### src/logic/sarc_regs.svh
// Constants for the converter range-check scan port
`ifndef SARC_REGS_SVH
`define SARC_REGS_SVH

// Scan chain layout, bit 0 shifted first
`define SARC_CHAIN_LEN   38
`define SARC_B_VREF      0
`define SARC_B_SETTLE    1
`define SARC_B_SWITCHCAP_TEST_ENABLE    2
`define SARC_B_LATCH_PRECHARGE_N_N   3
`define SARC_B_GAIN_PASSGATE_ENABLE    4
`define SARC_B_NEG       5
`define SARC_B_MUX       8
`define SARC_B_IREF      16
`define SARC_B_HOLD      17
`define SARC_B_GND       18
`define SARC_B_G20       19
`define SARC_B_G10       20
`define SARC_B_EXTCH     21
`define SARC_B_DAC       22
`define SARC_B_AMPLIFIER_POWER_ON     32
`define SARC_B_CONVERTER_POWER_ON     33
`define SARC_B_COMP      34
`define SARC_B_PIN_VAL   35
`define SARC_B_PIN_DIR   36
`define SARC_B_PIN_PULL  37

// Idle cell values and test values
`define SARC_IDLE_ROW    38'h0080220118
`define SARC_DAC_MID     10'h200
`define SARC_CHANNEL     8'h08

// Instruction register
`define SARC_IR_LEN      2
`define SARC_IR_EXTEST   2'h0
`define SARC_IR_PRELOAD  2'h1
`define SARC_IR_CAPTURE  2'h1

// Timing
`define SARC_CLK_NS      20
`define SARC_TCK_HALF    4'h8
`define SARC_EN_WAIT_NS  200
`define SARC_EN_WAIT_CYC ((`SARC_EN_WAIT_NS + `SARC_CLK_NS - 1) / `SARC_CLK_NS)
`define SARC_DUMMY_CMP   4'hA

// Controller register port
`define SARC_REG_CTRL    2'h0
`define SARC_REG_LIMITS  2'h1
`define SARC_REG_STATUS  2'h2
`define SARC_CTRL_START  0
`define SARC_LIM_LO      0
`define SARC_LIM_HI      16
`define SARC_ST_BUSY     0
`define SARC_ST_DONE     1
`define SARC_ST_LOW_OK   2
`define SARC_ST_HIGH_OK  3
`define SARC_ST_PASS     4

`endif

### src/logic/sarc_pkg.sv
// Types shared by both ends of the range-check scan link
package sarc_pkg;
    typedef logic [37:0] sarc_chain_t;
    typedef logic [1:0]  sarc_instr_t;
    typedef enum logic [2:0] {
        SARC_IDLE,
        SARC_LOW,
        SARC_HIGH,
        SARC_TAIL,
        SARC_SETTLE
    } sarc_state_t;
endpackage

### src/logic/sarc_link_if.sv
// Scan link between test controller and converter scan cells
`timescale 1ns/1ps
interface sarc_link_if;
    logic tck;
    logic tms;
    logic tdi;
    logic ir_sel;
    logic tdo;
    modport ctrl (output tck, output tms, output tdi, output ir_sel, input tdo);
    modport dev  (input tck, input tms, input tdi, input ir_sel, output tdo);
endinterface

### src/logic/sarc_scan_ctrl.sv
// Scan test controller that runs the converter range check
// What this block does
// Idle converter cells get recommended values
// Three negative-select bits form one code
// Pass-gate cell enables gain-stage pass gates
// Precharge cell active low, precharges latch
// Switch-cap test routes x10 stage out
// Settle assist stays low here
// Supply-reference cell selects supply as reference
// Exactly one negative comparator source selected
// Gain stages left off during scan
// Lower limit expects low, upper high
// Measured pin: input, pull-up off
// Enabling converter runs ten dummy comparisons; the device model runs them only outside EXTEST, not during the scan
// Wait 200 ns after enabling converter
// Midpoint comparison value while sampling
// Instruction first; check data out on rows six and eleven only
// Test clock fast enough for hold
// Preload, sample, hold, limit, precharge, read
// Hold control samples low, holds high
// Converter enable cell powers converter on
// Ten cells form comparison value, bit 9 top
//
// The plain strobed port and the register addresses were chosen for this implementation.
`timescale 1ns/1ps
`include "sarc_regs.svh"
module sarc_scan_ctrl
    import sarc_pkg::*;
(
    input  wire logic        clk_i,
    input  wire logic        reset_i,
    input  wire logic [1:0]  addr_i,
    input  wire logic [31:0] wdata_i,
    input  wire logic        wr_i,
    input  wire logic        rd_i,
    output logic [31:0]      rdata_o,
    sarc_link_if.ctrl        link
);
    sarc_state_t state;
    sarc_state_t next_state;
    logic [3:0]  step;
    logic [3:0]  div_cnt;
    logic [5:0]  bit_cnt;
    logic [3:0]  wait_cnt;
    sarc_chain_t tx;
    sarc_chain_t rx;
    logic [9:0]  lower_limit;
    logic [9:0]  upper_limit;
    logic        done;
    logic        low_ok;
    logic        high_ok;
    logic        tdo_s1;
    logic        tdo_s2;
    logic        tck;
    logic        tms;
    logic        ir_sel;

    // One frame per step: 0 and 2 are instructions, 13 restores idle cells
    function automatic sarc_chain_t row_for(input logic [3:0] s,
                                            input logic [9:0] lo,
                                            input logic [9:0] hi);
        sarc_chain_t r;
        logic [3:0]  n;
        r = `SARC_IDLE_ROW;
        r[`SARC_B_MUX +: 8] = `SARC_CHANNEL;
        r[`SARC_B_CONVERTER_POWER_ON] = 1'b1;
        r[`SARC_B_DAC +: 10] = `SARC_DAC_MID;
        r[`SARC_B_PIN_DIR] = 1'b0;
        r[`SARC_B_PIN_PULL] = 1'b0;
        n = (s == 4'h1) ? 4'h1 : s - 4'h1;
        if (n == 4'h2 || n == 4'h7) r[`SARC_B_HOLD] = 1'b0;
        if (n == 4'h4 || n == 4'h5) r[`SARC_B_DAC +: 10] = lo;
        if (n == 4'h9 || n == 4'hA) r[`SARC_B_DAC +: 10] = hi;
        if (n == 4'h5 || n == 4'hA) r[`SARC_B_LATCH_PRECHARGE_N_N] = 1'b0;
        if (s == 4'hD) r = `SARC_IDLE_ROW;
        return r;
    endfunction

    // Next frame is loaded as the current one ends, so look one step ahead
    wire [3:0]        load_step = (state == SARC_TAIL) ? step + 4'h1 :
                                  (state == SARC_SETTLE) ? step : 4'h0;
    wire              is_ir    = (step == 4'h0) || (step == 4'h2);
    wire              load_ir  = (load_step == 4'h0) || (load_step == 4'h2);
    wire sarc_instr_t step_ir  = (load_step == 4'h0) ? `SARC_IR_PRELOAD : `SARC_IR_EXTEST;
    wire sarc_chain_t step_tx  = load_ir ? {36'h0, step_ir}
                                         : row_for(load_step, lower_limit, upper_limit);
    wire [5:0]        last_bit = is_ir ? 6'd1 : 6'd37;
    wire              half_end = (div_cnt == `SARC_TCK_HALF - 4'h1);
    wire              start    = wr_i && (addr_i == `SARC_REG_CTRL)
                                 && wdata_i[`SARC_CTRL_START] && (state == SARC_IDLE);
    wire              lim_wr   = wr_i && (addr_i == `SARC_REG_LIMITS) && (state == SARC_IDLE);
    wire              busy     = (state != SARC_IDLE);
    wire              wait_end = (wait_cnt == 4'(`SARC_EN_WAIT_CYC - 1));
    wire              frame_end = (state == SARC_TAIL) && half_end;
    wire [31:0]       status   = {27'h0, low_ok & high_ok, high_ok, low_ok, done, busy};
    wire [31:0]       limits   = {6'h0, upper_limit, 6'h0, lower_limit};
    wire [31:0]       next_rdata = (addr_i == `SARC_REG_STATUS) ? status :
                                   (addr_i == `SARC_REG_LIMITS) ? limits : 32'h0;

    always_comb begin
        next_state = state;
        unique case (state)
            SARC_IDLE:   if (start) next_state = SARC_LOW;
            SARC_LOW:    if (half_end) next_state = SARC_HIGH;
            SARC_HIGH:   if (half_end) next_state = (bit_cnt == last_bit) ? SARC_TAIL : SARC_LOW;
            SARC_TAIL: begin
                if (half_end) begin
                    if (step == 4'h1) next_state = SARC_SETTLE;
                    else if (step == 4'hD) next_state = SARC_IDLE;
                    else next_state = SARC_LOW;
                end
            end
            SARC_SETTLE: if (wait_end) next_state = SARC_LOW;
        endcase
    end

    // Link output from another domain: two flops before use
    always_ff @(posedge clk_i or posedge reset_i) begin
        if (reset_i) begin
            tdo_s1 <= 1'b0;
            tdo_s2 <= 1'b0;
        end else begin
            tdo_s1 <= link.tdo;
            tdo_s2 <= tdo_s1;
        end
    end

    always_ff @(posedge clk_i or posedge reset_i) begin
        if (reset_i) begin
            state    <= SARC_IDLE;
            div_cnt  <= 4'h0;
            wait_cnt <= 4'h0;
        end else begin
            state    <= next_state;
            div_cnt  <= (state == next_state && state != SARC_IDLE) ? div_cnt + 4'h1 : 4'h0;
            wait_cnt <= (state == SARC_SETTLE) ? wait_cnt + 4'h1 : 4'h0;
        end
    end

    // Frame sequencing and shifting
    always_ff @(posedge clk_i or posedge reset_i) begin
        if (reset_i) begin
            step    <= 4'h0;
            bit_cnt <= 6'h0;
            tx      <= '0;
            rx      <= '0;
            tck     <= 1'b0;
            tms     <= 1'b0;
            ir_sel  <= 1'b0;
        end else begin
            if (start) begin
                step    <= 4'h0;
            end else if (frame_end) begin
                step    <= step + 4'h1;
            end
            if (next_state == SARC_LOW && (state == SARC_IDLE || state == SARC_TAIL
                                           || state == SARC_SETTLE)) begin
                tx      <= step_tx;
                tms     <= 1'b1;
                ir_sel  <= load_ir;
                bit_cnt <= 6'h0;
            end
            if (state == SARC_LOW && half_end) begin
                tck <= 1'b1;
                rx  <= {tdo_s2, rx[37:1]};
            end
            if (state == SARC_HIGH && half_end) begin
                tck <= 1'b0;
                if (bit_cnt == last_bit) begin
                    tms <= 1'b0;
                end else begin
                    tx      <= {1'b0, tx[37:1]};
                    bit_cnt <= bit_cnt + 6'h1;
                end
            end
        end
    end

    // Check the comparator cell shifted out on rows six and eleven
    always_ff @(posedge clk_i or posedge reset_i) begin
        if (reset_i) begin
            lower_limit <= 10'h0;
            upper_limit <= 10'h0;
            done        <= 1'b0;
            low_ok      <= 1'b0;
            high_ok     <= 1'b0;
            rdata_o     <= 32'h0;
        end else begin
            rdata_o <= rd_i ? next_rdata : 32'h0;
            if (lim_wr) begin
                lower_limit <= wdata_i[`SARC_LIM_LO +: 10];
                upper_limit <= wdata_i[`SARC_LIM_HI +: 10];
            end
            if (start) begin
                done    <= 1'b0;
                low_ok  <= 1'b0;
                high_ok <= 1'b0;
            end else if (frame_end) begin
                if (step == 4'h7) low_ok <= ~rx[`SARC_B_COMP];
                if (step == 4'hC) high_ok <= rx[`SARC_B_COMP];
                if (step == 4'hD) done <= 1'b1;
            end
        end
    end

    assign link.tck    = tck;
    assign link.tms    = tms;
    assign link.tdi    = tx[0];
    assign link.ir_sel = ir_sel;
endmodule

### src/flat_wrapper.sv
// flat-port wrapper written by rule: the top's interface ports become plain ports
module sarc_scan_ctrl_flat import sarc_pkg::*;
  (clk_i, reset_i, addr_i, wdata_i, wr_i, rd_i, rdata_o, link_tck, link_tms, link_tdi, link_ir_sel, link_tdo);
  sarc_link_if link_i ();
  input  wire logic clk_i;
  input  wire logic reset_i;
  input  wire logic [1:0] addr_i;
  input  wire logic [31:0] wdata_i;
  input  wire logic wr_i;
  input  wire logic rd_i;
  output logic [31:0] rdata_o;
  output wire logic [$bits(link_i.tck)-1:0] link_tck;
  output wire logic [$bits(link_i.tms)-1:0] link_tms;
  output wire logic [$bits(link_i.tdi)-1:0] link_tdi;
  output wire logic [$bits(link_i.ir_sel)-1:0] link_ir_sel;
  input wire logic [$bits(link_i.tdo)-1:0] link_tdo;
  assign link_tck = link_i.tck;
  assign link_tms = link_i.tms;
  assign link_tdi = link_i.tdi;
  assign link_ir_sel = link_i.ir_sel;
  assign link_i.tdo = link_tdo;
  sarc_scan_ctrl u_core (.clk_i(clk_i), .reset_i(reset_i), .addr_i(addr_i), .wdata_i(wdata_i), .wr_i(wr_i), .rd_i(rd_i), .rdata_o(rdata_o), .link(link_i));
endmodule
### config.mk
export PLATFORM = sky130hd
export DESIGN_NAME = sarc_scan_ctrl_flat
export DESIGN_NICKNAME = d
export VERILOG_FILES = /design/src/logic/sarc_pkg.sv /design/src/logic/sarc_link_if.sv /design/src/logic/sarc_scan_ctrl.sv /design/src/flat_wrapper.sv
export VERILOG_INCLUDE_DIRS = /design/src /design/src/logic
export SDC_FILE = /design/constraint.sdc
export NUM_CORES = 1
export LEC_CHECK = 0
export ABC_AREA = 1
export BUFFER_PORTS_ARGS = -buffer_cell sky130_fd_sc_hd__clkbuf_2
export CORE_UTILIZATION = 43
export CTS_BUF_LIST = sky130_fd_sc_hd__clkbuf_4 sky130_fd_sc_hd__clkbuf_8
export CTS_CLUSTER_SIZE = 30
export DETAILED_ROUTE_END_ITERATION = 10
export PLACE_DENSITY = 0.68
export RECOVER_POWER = 50
export SYNTH_ARGS = -nofsm -noshare
export SYNTH_HDL_FRONTEND = slang
export SYNTH_SLANG_ARGS = --single-unit
### constraint.sdc
create_clock -name clk_i -period 6.9 [get_ports clk_i]
set_input_delay 1.035 -clock clk_i [delete_from_list [all_inputs] [get_ports clk_i]]
set_output_delay 1.035 -clock clk_i [all_outputs]
set_load 0.05 [all_outputs]
==> run metrics <==
first-pass GRT wire length 17600 µm; Worst Clk Skew 0.0134 ns; Critical Path AT 3.68 ns; largest area contributor in the netlist dfrtp_1; Finish-stage setup viols 0; Crit path required time 7.16 ns; Worst-Skew Late Latency 0.39 ns; initial antenna violation count 0; cts repair resizes 0; Ys Warns 0; Post-synth EDFFs 0; DRC violations left 0; CTS Sinks 111; worst slew pin tran 1.90 ns; hold buffers post-CTS 0; CP Class reg -> reg; synth unique cells 39; DR vias 3989; top cell type's share of synthesized area 52.6%; port bufs 50; # diodes 0; Syn Std Cell Area 5280 µm²; vias in the first global route 3710; min Tclk post-route 3.42 ns; hpwl dp 7290 µm; Final Util 48.0%; Int Power 1.26 mW; CTS max path bufs 2; die height 113 µm; layout cells sized above 1 12.1%; count of final hold-check violations 0; Worst Hold Slack 0.368 ns; setup_tns 0 ns; maximum clock rate 292 MHz; H-tree depth 3; Core Region 12000 µm²; Wirelength per Cell 13.0 µm; P_sw 0.833 mW; Commonest cells post-synth dfrtp_1, nor2_1, inv_1; largest net degree at the start of global routing 68; RSZ-0062 raised after global routing false; GPL Wtd Cong 0.840; violated checks max-capacitance violations, max-slew violations; register area 2780 µm²; Sw Ratio 39.9%; Die Wd 113 µm; clk slew on worst S/H paths 0.10 ns; DR iter-0 viols 231; top-count cell post-synth dfrtp_1; Clk pwr share 21.6%; Power Total 2.09 mW; flops & latches, synth 111; # rows 40; area delta synth->final 9.10%; max-slew violations 46; top cells by area, synth dfrtp_1, nor2_1, inv_1, nand3_1, nand2_1; Final nets 691; DRT Pass-1 Iters 5; critical path endpoint category register; Peak supply drop 0.157 mV; I/O pin cnt 75; HP Class reg -> reg; share of the yosys chip area belonging to registers 52.6%; Logic pwr share 33.8%; CP max FO 23; antenna viol nets, final 0; CTS Root Buffer Type clkbuf_8; CTS tree built; FFs w/ async S/R, synth 100%; fillers 1167; number of max-cap violations 1; area of the multi-input gates 2000 µm²; most common flop cell mapped by yosys dfrtp_1; GRT overflow 0; Synth Instances 594; total wire length 10300 µm; Lkg Pwr 2.87 nW; vias per cell 5.05; DIE AREA 12700 µm²; initial core utilization 44.0%; fin crit share 49.6%; syn avg cell area 8.89 µm²; Global Route Usage Sum 17.3%; Startpoint Class register; CTS Buf Count 9; status complete, but fails checks; Slew HR -27.4%; Seq pwr share 44.6%; P per Cell Area 363 nW/µm²; post-CTS setup buffer count 0
==> stage by stage <==
step	area, µm²	worst slack, ns	instances
after floorplan	5320	2.93	605
after global placement	5580	3.55	774
after detailed placement	5580	3.50	774
after CTS	5810	3.67	790
after global routing	5760	3.13	790
final	5760	3.48	790
==> flip-flops by register name, indices dropped and copies added, names as in the netlist, 4 cells and up <==
signal / cells
u_core.upper_limit: 10
u_core.step: 4
u_core.lower_limit: 10
u_core.tx: 38
u_core.wait_cnt: 4
u_core.bit_cnt: 6
u_core.rdata_o: 20
u_core.rx: 4
u_core.div_cnt: 4
==> worst paths after layout <==
check | start | to | slack (ns) | cells after the start
worst min-delay path | u_core.tdo_s1 | u_core.tdo_s2 | 0.37 | 0
max in group asynchronous | reset_i | u_core.lower_limit[2] | 4.23 | 3
worst min register to register | u_core.tdo_s1 | u_core.tdo_s2 | 0.37 | 0
min in group asynchronous | reset_i | u_core.low_ok | 1.10 | 2
worst max register to register | u_core.state[2] | u_core.tx[5] | 3.48 | 10
worst max-delay path | u_core.state[2] | u_core.tx[5] | 3.48 | 10
==> worst max-delay path, stage by stage (launching register included) <==
cell     delay [ns]
dfrtp_1        0.57
nor3_1         0.58
nand3_1        0.41
nand3_1        0.16
nand2_1        0.14
nor2_4         0.14
nand2_4        0.19
nand2_1        0.64
inv_1          0.25
nand2_1        0.12
o21ai_0        0.09
==> per-layer routing <==
| layer | global-route usage [%] | part of all wire, % | up-vias |
|---|---|---|---|
| met4 | 8.53 | 1.8 | 0 |
| met3 | 2.41 | 4.0 | 15 |
| met2 | 27.0 | 46 | 87 |
| met5 | 0 | 0 | - |
| met1 | 23.9 | 48 | 1907 |
| li1 | - | - | 1980 |
==> power groups by stage <==
stage	Clock [mW]	Sequential [mW]	Combinational [mW]
floorplan	0	0.982	0.560
global placement	0	0.939	0.697
detailed placement	0	0.945	0.720
CTS	0.459	0.933	0.722
global route	0.483	0.954	0.802
finish	0.451	0.932	0.706
==> area by class of cell <==
type,count,area share (%)
inverter,84,5.49
clock inverter,5,1.50
clock buffer,11,2.63
timing repair buffer,53,4.21
multi-input combinational,379,34.8
tap,147,3.19
sequential,111,48.2
==> placed cells by master (no fill, tap or decap), drive strengths merged, types with 4 or more instances in the layout <==
cell type / instances
o21ai: 39
o22ai: 14
inv: 85
nor3: 4
nand2: 69
a21oi: 48
nand4: 8
ha: 14
dfrtp: 111
nor2: 93
a31oi: 4
xor2: 6
conb: 12
clkbuf: 62
nand3: 57
==> cells by family after synthesis <==
group | after synthesis | synth area share [%]
AO/OA/AOI/OAI | 112 | 11.8
adder cells (fa/ha/maj) | 14 | 3.32
XOR/XNOR | 8 | 1.33
buffers and inverters | 115 | 9.88
other | 1 | 0.0710
AND/OR/NAND/NOR | 233 | 21.1
flip-flops | 111 | 52.6
Power figures use the tool's default switching activity.
